## config.mk

```make
export PLATFORM = sky130hd
export DESIGN_NAME = rxf_top
export DESIGN_NICKNAME = d
export VERILOG_FILES = /design/src/rtl/rxf_fifo.v /design/src/rtl/rxf_top.v
export VERILOG_INCLUDE_DIRS = /design/src /design/src/rtl
export SDC_FILE = /design/constraint.sdc
export NUM_CORES = 1
export LEC_CHECK = 0
export BUFFER_PORTS_ARGS = -buffer_cell sky130_fd_sc_hd__buf_2
export CAP_MARGIN = 0
export CORE_MARGIN = 3
export CORE_UTILIZATION = 55
export DETAILED_ROUTE_END_ITERATION = 6
export GPL_TIMING_DRIVEN = 0
export HOLD_SLACK_MARGIN = 0.05
export PLACE_DENSITY_LB_ADDON = 0.15
export SYNTH_ARGS = -nofsm -noshare
export SYNTH_HDL_FRONTEND = slang
export SYNTH_HIERARCHICAL = 1
export SYNTH_SLANG_ARGS = --single-unit
```

## constraint.sdc

```tcl
create_clock -name pclk -period 4.6 [get_ports pclk]
set_input_delay 0.46 -clock pclk [delete_from_list [all_inputs] [get_ports pclk]]
set_output_delay 0.46 -clock pclk [all_outputs]
set_load 0.02 [all_outputs]
```

## src/rtl/rxf_defines.vh

```
// Constants for the receive framer, parity and clock-select block.
`ifndef RXF_DEFINES_VH
`define RXF_DEFINES_VH
// Three-level select encodings.
`define RXF_LVL_LOW 2'h0
`define RXF_LVL_MID 2'h1
`define RXF_LVL_HIGH 2'h2
// Framing patterns, 10-bit code groups (bit 0 received first).
`define RXF_K285_NEG 10'h0_17c
`define RXF_K285_POS 10'h0_283
`define RXF_COMMA_NEG 7'h7c
`define RXF_COMMA_POS 7'h03
// Alternate framer needs this many aligned framing characters in a row.
`define RXF_ALIGN_COUNT 3'h4
// Character width and FIFO shape.
`define RXF_CHAR_W 10
`define RXF_FIFO_DEPTH 16
// APB register byte addresses.
`define RXF_ADDR_CTRL 12'h0_000
`define RXF_ADDR_STATUS 12'h0_004
`define RXF_ADDR_TXWORD 12'h0_008
`define RXF_ADDR_RXWORD 12'h0_00c
// Control register field positions.
`define RXF_CTRL_FRMODE 1:0
`define RXF_CTRL_FRCHAR 3:2
`define RXF_CTRL_PARITY 5:4
`define RXF_CTRL_TXMODE1 6
`define RXF_CTRL_DECODER_SELECT 8:7
`define RXF_CTRL_TX_CLOCK_SOURCE_SELECT 9
`define RXF_CTRL_RX_CLOCK_SOURCE_SELECT 10
`define RXF_CTRL_REFRAME 11
`define RXF_CTRL_RESET 32'h0000_0000
`endif

```

## src/rtl/rxf_fifo.v

```verilog
// Parameterised valid/ready FIFO used as the receive elasticity buffer.
`timescale 1ns/1ps
module rxf_fifo #(
  parameter WIDTH = 10,
  parameter DEPTH = 16,
  parameter AW = 4
) (
  input wire pclk,
  input wire presetn,
  input wire [WIDTH-1:0] in_data,
  input wire in_valid,
  output wire in_ready,
  output wire [WIDTH-1:0] out_data,
  output wire out_valid,
  input wire out_ready,
  output wire [AW:0] level
);
  reg [WIDTH-1:0] mem [0:DEPTH-1];
  reg [AW-1:0] wr_ptr;
  reg [AW-1:0] rd_ptr;
  reg [AW:0] count;
  wire do_wr;
  wire do_rd;

  // Full and empty follow the occupancy count exactly.
  assign in_ready = (count != DEPTH[AW:0]);
  assign out_valid = (count != {(AW+1){1'b0}});
  assign do_wr = in_valid && in_ready;
  assign do_rd = out_valid && out_ready;
  assign out_data = mem[rd_ptr];
  assign level = count;

  // Storage has no reset; only the pointers define content.
  always @(posedge pclk) begin
    if (do_wr) begin
      mem[wr_ptr] <= in_data;
    end
  end

  // Pointer and count update.
  always @(posedge pclk or negedge presetn) begin
    if (!presetn) begin
      wr_ptr <= {AW{1'b0}};
      rd_ptr <= {AW{1'b0}};
      count <= {(AW+1){1'b0}};
    end else begin
      if (do_wr) begin
        wr_ptr <= (wr_ptr == DEPTH[AW-1:0] - 1'b1) ? {AW{1'b0}} : wr_ptr + 1'b1;
      end
      if (do_rd) begin
        rd_ptr <= (rd_ptr == DEPTH[AW-1:0] - 1'b1) ? {AW{1'b0}} : rd_ptr + 1'b1;
      end
      if (do_wr && !do_rd) begin
        count <= count + 1'b1;
      end else if (do_rd && !do_wr) begin
        count <= count - 1'b1;
      end
    end
  end
endmodule

```

## src/rtl/rxf_top.v

```verilog
// Receive framer, parity check/generate and elasticity buffer with an APB slave.
//
// Summary of operation
// Alternate framer realigns only after four aligned framing characters in a row.
// Realignment never moves the character clock; one clock stays in phase.
// Framing select at middle level searches both disparities of the comma.
// Framing select high searches both disparities of the full K28.5.
// Host must not set framing select low; that level is test only.
// Parity control low disables checking and releases receive parity output.
// Parity middle, coding on: odd parity over data byte and parity bit.
// Parity middle, coding bypassed: parity also covers control and status 1:0.
// Parity high: check covers data, control; generate covers status 2:0.
// Transmit clock select low: transmit words timed by the reference clock.
// Receive clock select low: elasticity buffer used, output on reference clock.
// Buffer compensates offset only by adding or dropping framing characters.
// Adding inserts one K28.5 right after a buffered framing character.
// Dropping removes a framing character where it is seen in the buffer.
// Framer realigns only while reframe allow is high.
// Decoder select low passes raw 10-bit characters to the receive output.
// Host changes static settings only while the block is held in reset; ctrl here clears in reset and takes writes only after release.
// Transmit parity mismatch is flagged as a sticky error to the host.
//
// Added by the designer: the register addresses and the APB register port.
`timescale 1ns/1ps
`include "rxf_defines.vh"
module rxf_top #(
  parameter FIFO_DEPTH = 16,
  parameter FIFO_AW = 4,
  parameter LOW_MARK = 4,
  parameter HIGH_MARK = 12
) (
  input wire pclk,
  input wire presetn,
  input wire psel,
  input wire penable,
  input wire pwrite,
  input wire [11:0] paddr,
  input wire [31:0] pwdata,
  output reg [31:0] prdata,
  output wire pready,
  output wire pslverr,
  input wire rx_serial_in,
  output wire rx_word_ready,
  output reg [7:0] rx_data_out,
  output reg [2:0] rx_status_out,
  output reg rx_parity_out,
  output reg rx_parity_oe,
  output reg tx_parity_error
);
  localparam CW = `RXF_CHAR_W;

  // ----------------------------------------------------------------
  // Control register and APB slave
  // ----------------------------------------------------------------
  reg [31:0] ctrl;
  reg tx_perr_sticky;
  reg [2*CW-1:0] shreg;
  reg [CW-1:0] rx_char;
  reg [3:0] bit_cnt;
  reg [3:0] phase;
  reg [2:0] align_run;
  reg [3:0] cand_phase;
  reg locked;
  reg char_strobe;
  reg [CW-1:0] held_char;
  reg held_valid;
  reg insert_pend;
  reg [9:0] rx_word;
  reg rx_word_valid;
  reg sync0;
  wire [1:0] frmode = ctrl[`RXF_CTRL_FRMODE];
  wire [1:0] frchar = ctrl[`RXF_CTRL_FRCHAR];
  wire [1:0] parity_control_select = ctrl[`RXF_CTRL_PARITY];
  wire tx_mode_bit1 = ctrl[`RXF_CTRL_TXMODE1];
  wire [1:0] decoder_select = ctrl[`RXF_CTRL_DECODER_SELECT];
  wire rx_clock_source_select = ctrl[`RXF_CTRL_RX_CLOCK_SOURCE_SELECT];
  wire reframe_allow = ctrl[`RXF_CTRL_REFRAME];
  wire setup = psel && !penable;
  wire access = psel && penable;
  wire wr_ctrl = access && pwrite && (paddr == `RXF_ADDR_CTRL);
  // transmit words taken on reference clock
  wire wr_tx = access && pwrite && (paddr == `RXF_ADDR_TXWORD);
  // The word is consumed at the setup edge, where prdata captures it, so a word landing later survives.
  wire rd_rx = setup && !pwrite && (paddr == `RXF_ADDR_RXWORD);
  wire mapped = (paddr == `RXF_ADDR_CTRL) || (paddr == `RXF_ADDR_STATUS) ||
                (paddr == `RXF_ADDR_TXWORD) || (paddr == `RXF_ADDR_RXWORD);

  // Zero wait states; unmapped addresses answer with an error.
  assign pready = 1'b1;
  assign pslverr = access && !mapped;

  // Odd parity is true when the covered bits plus parity hold an odd count of ones.
  function odd_ok;
    input [10:0] bits;
    begin
      odd_ok = ^bits;
    end
  endfunction

  // Framing-character match on a 10-bit window.
  function frame_hit;
    input [CW-1:0] c;
    input [1:0] sel;
    begin
      // comma search
      if (sel == `RXF_LVL_MID) begin
        frame_hit = (c[6:0] == `RXF_COMMA_NEG) || (c[6:0] == `RXF_COMMA_POS);
      // full K28.5 search
      end else if (sel == `RXF_LVL_HIGH) begin
        frame_hit = (c == `RXF_K285_NEG) || (c == `RXF_K285_POS);
      end else begin
        frame_hit = 1'b0;
      end
    end
  endfunction

  // Transmit word check: data, control bits and parity bit from pwdata.
  wire [7:0] tx_data_in = pwdata[7:0];
  wire [1:0] tx_control_in = pwdata[9:8];
  wire tx_parity_in = pwdata[10];
  wire coding_bypass = !tx_mode_bit1 && (decoder_select == `RXF_LVL_LOW);
  reg tx_cover_ctl;
  always @* begin
    tx_cover_ctl = 1'b0;
    // high level covers control bits
    if (parity_control_select == `RXF_LVL_HIGH) begin
      tx_cover_ctl = 1'b1;
    // bypass widens coverage
    end else if (parity_control_select == `RXF_LVL_MID && coding_bypass) begin
      tx_cover_ctl = 1'b1;
    end
  end
  wire tx_bad = !odd_ok({tx_cover_ctl ? tx_control_in : 2'h0, tx_data_in, tx_parity_in});
  wire check_on = (parity_control_select != `RXF_LVL_LOW);

  // Register writes and the sticky transmit parity error.
  always @(posedge pclk or negedge presetn) begin
    if (!presetn) begin
      ctrl <= `RXF_CTRL_RESET;
      tx_perr_sticky <= 1'b0;
      tx_parity_error <= 1'b0;
    end else begin
      if (wr_ctrl) begin
        ctrl <= {20'h0_0000, pwdata[11:0]};
      end
      // check transmit parity
      tx_parity_error <= wr_tx && check_on && tx_bad;
      // sticky error, new error wins over clear
      if (wr_tx && check_on && tx_bad) begin
        tx_perr_sticky <= 1'b1;
      end else if (access && pwrite && paddr == `RXF_ADDR_STATUS && pwdata[0]) begin
        tx_perr_sticky <= 1'b0;
      end
    end
  end

  // ----------------------------------------------------------------
  // Serial input synchroniser and bit deserialiser
  // ----------------------------------------------------------------
  reg sync1;
  always @(posedge pclk or negedge presetn) begin
    if (!presetn) begin
      sync0 <= 1'b0;
      sync1 <= 1'b0;
    end else begin
      sync0 <= rx_serial_in;
      sync1 <= sync0;
    end
  end

  // Character strobe runs at a fixed phase; realignment only moves the
  // slicing offset into the shift register, so the clock never stretches.
  always @(posedge pclk or negedge presetn) begin
    if (!presetn) begin
      shreg <= {2*CW{1'b0}};
      bit_cnt <= 4'h0;
      char_strobe <= 1'b0;
    end else begin
      shreg <= {sync1, shreg[2*CW-1:1]};
      // fixed character clock phase
      if (bit_cnt == CW - 1) begin
        bit_cnt <= 4'h0;
        char_strobe <= 1'b1;
      end else begin
        bit_cnt <= bit_cnt + 1'b1;
        char_strobe <= 1'b0;
      end
    end
  end

  // Window at offset p within the last twenty bits.
  function [CW-1:0] slice;
    input [2*CW-1:0] s;
    input [3:0] p;
    begin
      slice = s[p +: CW];
    end
  endfunction

  // ----------------------------------------------------------------
  // Framer: search all offsets, realign after four in a row
  // ----------------------------------------------------------------
  reg hit_any;
  reg [3:0] hit_phase;
  integer k;
  always @* begin
    hit_any = 1'b0;
    hit_phase = 4'h0;
    for (k = CW - 1; k >= 0; k = k - 1) begin
      if (frame_hit(slice(shreg, k[3:0]), frchar)) begin
        hit_any = 1'b1;
        hit_phase = k[3:0];
      end
    end
  end

  always @(posedge pclk or negedge presetn) begin
    if (!presetn) begin
      phase <= 4'h0;
      align_run <= 3'h0;
      cand_phase <= 4'h0;
      locked <= 1'b0;
      rx_char <= {CW{1'b0}};
    end else if (char_strobe) begin
      rx_char <= slice(shreg, phase);
      if (!hit_any) begin
        align_run <= 3'h0;
      end else if (hit_phase != cand_phase) begin
        cand_phase <= hit_phase;
        align_run <= 3'h1;
      end else if (align_run != `RXF_ALIGN_COUNT) begin
        align_run <= align_run + 1'b1;
      end
      // reframe only when allowed
      // four aligned framing characters
      if (reframe_allow && frmode == `RXF_LVL_HIGH && hit_any && hit_phase == cand_phase &&
          align_run == `RXF_ALIGN_COUNT - 1'b1) begin
        phase <= cand_phase;
        locked <= 1'b1;
      end
    end
  end

  // ----------------------------------------------------------------
  // Elasticity buffer with framing-character add and drop
  // ----------------------------------------------------------------
  wire fifo_in_ready;
  wire [CW-1:0] fifo_out;
  wire fifo_out_valid;
  wire [FIFO_AW:0] fifo_level;
  wire char_is_frame = frame_hit(rx_char, frchar);
  reg char_new;
  // buffer used only with reference-clock output
  wire use_eb = !rx_clock_source_select;
  // drop a framing character when the buffer level reaches HIGH_MARK
  wire drop_now = use_eb && char_new && char_is_frame && (fifo_level >= HIGH_MARK);
  always @(posedge pclk or negedge presetn) begin
    if (!presetn) begin
      char_new <= 1'b0;
    end else begin
      char_new <= char_strobe;
    end
  end

  rxf_fifo #(.WIDTH(CW), .DEPTH(FIFO_DEPTH), .AW(FIFO_AW)) rxf_fifo_i (
    .pclk(pclk),
    .presetn(presetn),
    .in_data(rx_char),
    .in_valid(char_new && !drop_now),
    .in_ready(fifo_in_ready),
    .out_data(fifo_out),
    .out_valid(fifo_out_valid),
    .out_ready(use_eb ? (!held_valid && !insert_pend) : 1'b1),
    .level(fifo_level)
  );

  // Output stage: a framing character leaving a near-empty buffer arms
  // one inserted K28.5 right behind it, the only way characters are added.
  wire [CW-1:0] next_char = insert_pend ? `RXF_K285_NEG : fifo_out;
  wire take = use_eb ? (!held_valid && (insert_pend || fifo_out_valid)) : fifo_out_valid;
  always @(posedge pclk or negedge presetn) begin
    if (!presetn) begin
      held_char <= {CW{1'b0}};
      held_valid <= 1'b0;
      insert_pend <= 1'b0;
    end else begin
      held_valid <= 1'b0;
      if (take) begin
        held_char <= next_char;
        held_valid <= 1'b1;
        // compensate only by framing characters
        // insert one K28.5 after a framing character
        insert_pend <= !insert_pend && use_eb && frame_hit(fifo_out, frchar) &&
                       (fifo_level < LOW_MARK);
      end
    end
  end

  // ----------------------------------------------------------------
  // Receive output register and parity generation
  // ----------------------------------------------------------------
  reg [2:0] status;
  reg [2:0] rx_cover;
  always @* begin
    status = {locked, held_char[9:8]};
    rx_cover = 3'h0;
    // generate over all status bits
    if (parity_control_select == `RXF_LVL_HIGH) begin
      rx_cover = 3'h7;
    // generate over status 1:0 in bypass
    end else if (parity_control_select == `RXF_LVL_MID && coding_bypass) begin
      rx_cover = 3'h3;
    end
  end

  always @(posedge pclk or negedge presetn) begin
    if (!presetn) begin
      rx_data_out <= 8'h00;
      rx_status_out <= 3'h0;
      rx_parity_out <= 1'b0;
      rx_parity_oe <= 1'b0;
      rx_word <= 10'h000;
      rx_word_valid <= 1'b0;
    end else begin
      if (held_valid) begin
        // raw 10-bit character, no decoding here
        rx_data_out <= held_char[7:0];
        rx_status_out <= status;
        // odd parity on receive byte
        rx_parity_out <= ~^{held_char[7:0], status & rx_cover};
        rx_word <= held_char;
        rx_word_valid <= 1'b1;
      end else if (rd_rx) begin
        rx_word_valid <= 1'b0;
      end
      // parity output released when disabled
      rx_parity_oe <= check_on;
    end
  end

  assign rx_word_ready = rx_word_valid;

  // Read data multiplexer.
  always @(posedge pclk or negedge presetn) begin
    if (!presetn) begin
      prdata <= 32'h0000_0000;
    end else if (setup && !pwrite) begin
      case (paddr)
        `RXF_ADDR_CTRL: prdata <= ctrl;
        `RXF_ADDR_STATUS: prdata <= {24'h00_0000, fifo_level, fifo_in_ready, locked,
                                     tx_perr_sticky};
        `RXF_ADDR_RXWORD: prdata <= {rx_word_valid, 21'h00_0000, rx_word};
        default: prdata <= 32'h0000_0000;
      endcase
    end
  end
endmodule

```

==> metrics <==
status=finished clean; Area contributors post-synth=edfxtp_1 36%, dfrtp_1 22%, mux2i_1 4.2%, mux2_2 3.6%, mux4_2 3.2%; CTS tree=built; hold_sp=pwdata[11]; max-cap violations=0; total die area=26000 um^2; Reg2Reg Setup Slack=about 0.56 ns; synth warn=6; Synth top area share=0.363; period utilization=0.879; Syn Area/Cell=13.3 um^2; Main synth FF type=edfxtp_1; #FFs+latches synth=276; CORE AREA=23500 um^2; Worst VDD drop=0.368 mV; Total GRT Usage=0.222; Pre-Repair DR Iteration Count=5; filler cell count=1804; Worst Setup SP=ctrl[2]; Setup violations, final=0; post-synthesis sequential area ratio=0.582; Worst EP arrival=between 4 and 5 ns; ANT cells=0; R2R Path Start=ctrl[2]; I/O pins=99; post-CTS sizing=0; critical path type=flop to flop; Vert. Die Dim=161 um; Yosys top cell by area=edfxtp_1; Finished Layout Cells=1445; Clock Latency Late Sink=0.54 ns; pin count of the biggest net entering global routing=96; Die Width=161 um; post-route ant nets=0; WP data required=5.06 ns; Max Root-Sink Buffers=3; most frequent cells in the layout=160 x edfxtp_1, 116 x dfrtp_1, 79 x nand2_1; final hold viol count=0; estimated wirelength of the detail-placed design=20000 um; Util after Layout=0.640; Post-synth ARST share=0.420; Final Power=approximately 7.4 mW; Reg clk slew, reported paths=about 0.060 ns; via count=8600; type of the tightest min-delay check=input port to flop; final clock skew=~0.014 ns; max-slew violations=0; Detailed Route WL=28600 um; Hold Buf Count CTS=2; via/cell ratio=5.95; initial antenna violation count=0; share of cells above drive strength 1=0.215; initial core utilization=0.563; Tmin final=4.04 ns; Worst setup SP type=flop; Overflow after GRT=0; initial DRC count=715; clock sink total=276; IO Port Bufs=56; Mapped Cells=995; Leak=slightly below 6 nW; floorplan row count=between 50 and 60; first-pass GRT wire length=45800 um; CTS buffer count=29; # DRC=0; CP Max Fanout=10; root buffer selected by CTS=clkbuf_16; Layout area overhead=13.6%; Slew @ Worst Pin=around 1.1 ns; vias in the first global route=8240; final-stage net count=1166; unrepaired setup endpoints after global routing=false; Max transition margin=0.240; setup slack after placement=0.615 ns; setup_tns=0 ns; fmax=0.247 GHz; CP Capture Type=flop; Post-synth EDFFs=160; H-tree depth=1; cell area after synthesis=13300 um^2; commonest non-fill, non-tap cell in the layout=edfxtp_1; post-CTS setup buffers=0; pwr dens=approximately 490 nW/um^2; Placed Cells=1389; final worst setup slack=0.556 ns; gp weighted congestion=0.913; Synth cell types=91; routed len/inst=19.8 um
==> path summary, 6_finish.rpt <==
kind                                        to  cells after the start
max                        rxf_fifo_i/level[4]                     14
min                                   ctrl[11]                      2
max reg2reg                rxf_fifo_i/level[4]                     14
min reg2reg                              sync1                      0
max in group asynchronous             shreg[9]                      3
min in group asynchronous       rx_data_out[5]                      2
==> cell families after synthesis <==
group	synth area share
mux	0.142
flops	0.582
simple gates	0.110
other cells	0.000567
compound gates	0.0951
xor+xnor	0.0178
fa+ha+maj	0.0128
buf+inv	0.0402
==> cells in the mapped netlist (all sizes together) (18+ instances only) <==
library cell and instances:
edfxtp 160, dfrtp 116, nand2 79, mux2i 55, o21ai 52, buf 47
mux2 46, nor2 45, mux4 33, clkbuf 32, a21oi 29, xnor2 21
a22oi 20, inv 19, nor3 18
==> report_power, final <==
| part | internal [mW] | switching [mW] |
|---|---|---|
| sequential | 2.79 | 0.214 |
| combinational | 0.938 | 1.12 |
| clock | 1.43 | 0.905 |
| total | 5.16 | 2.24 |
==> critical path, cell delays in order, from the launching register on <==
cell and delay [ns]:
dfrtp_1 0.46, and2b_1 0.40, clkbuf_1 0.51, o21ai_0 0.18
a2111oi_0 0.44, nor2b_1 0.08, a21boi_0 0.20, buf_2 0.28
ha_1 0.24, inv_1 0.15, ha_1 0.29, a21o_1 0.19
a21oi_1 0.17, mux2i_1 0.24, xnor2_1 0.14
==> routing by layer <==
metal	vias up	wire length (um)	share of wire	global-route usage
met1	4299	13300	0.46	0.341
li1	4008	-	-	-
met2	254	13300	0.46	0.345
met4	0	397	0.014	0.0442
met5	-	0	0	0
met3	39	1670	0.058	0.0305
==> stage by stage <==
stage          hold WS, ns  instance area (um^2)
2_1_floorplan        0.164                 13300
3_3_place_gp         0.334                 14000
3_5_place_dp         0.321                 14100
4_1_cts              0.134                 15100
5_1_grt              0.145                 15100
6_report             0.158                 15100
==> state kept, by name, summed over array words and instances (netlist names), 3 cells and up <==
register,cells
align_run,3
bit_cnt,4
cand_phase,4
ctrl,12
held_char,10
phase,4
prdata,13
rx_char,10
rx_data_out,7
rx_status_out,3
rxf_fifo_i/level,5
rxf_fifo_i/mem,160
rxf_fifo_i/rd_ptr,4
rxf_fifo_i/wr_ptr,4
shreg,20
==> area by class of cell <==
type,count,area (um^2),share of cell area
well taps,319,399,0.0265
repair buffers,59,334,0.0222
multi-input cells,638,5100,0.339
clock buffers,45,886,0.0588
clock inverters,9,98.8,0.00656
plain buffers,79,458,0.0304
flip-flops and latches,276,7710,0.512
inverters,20,75.1,0.00499
Note: power is estimated with default switching activity, not from simulation.
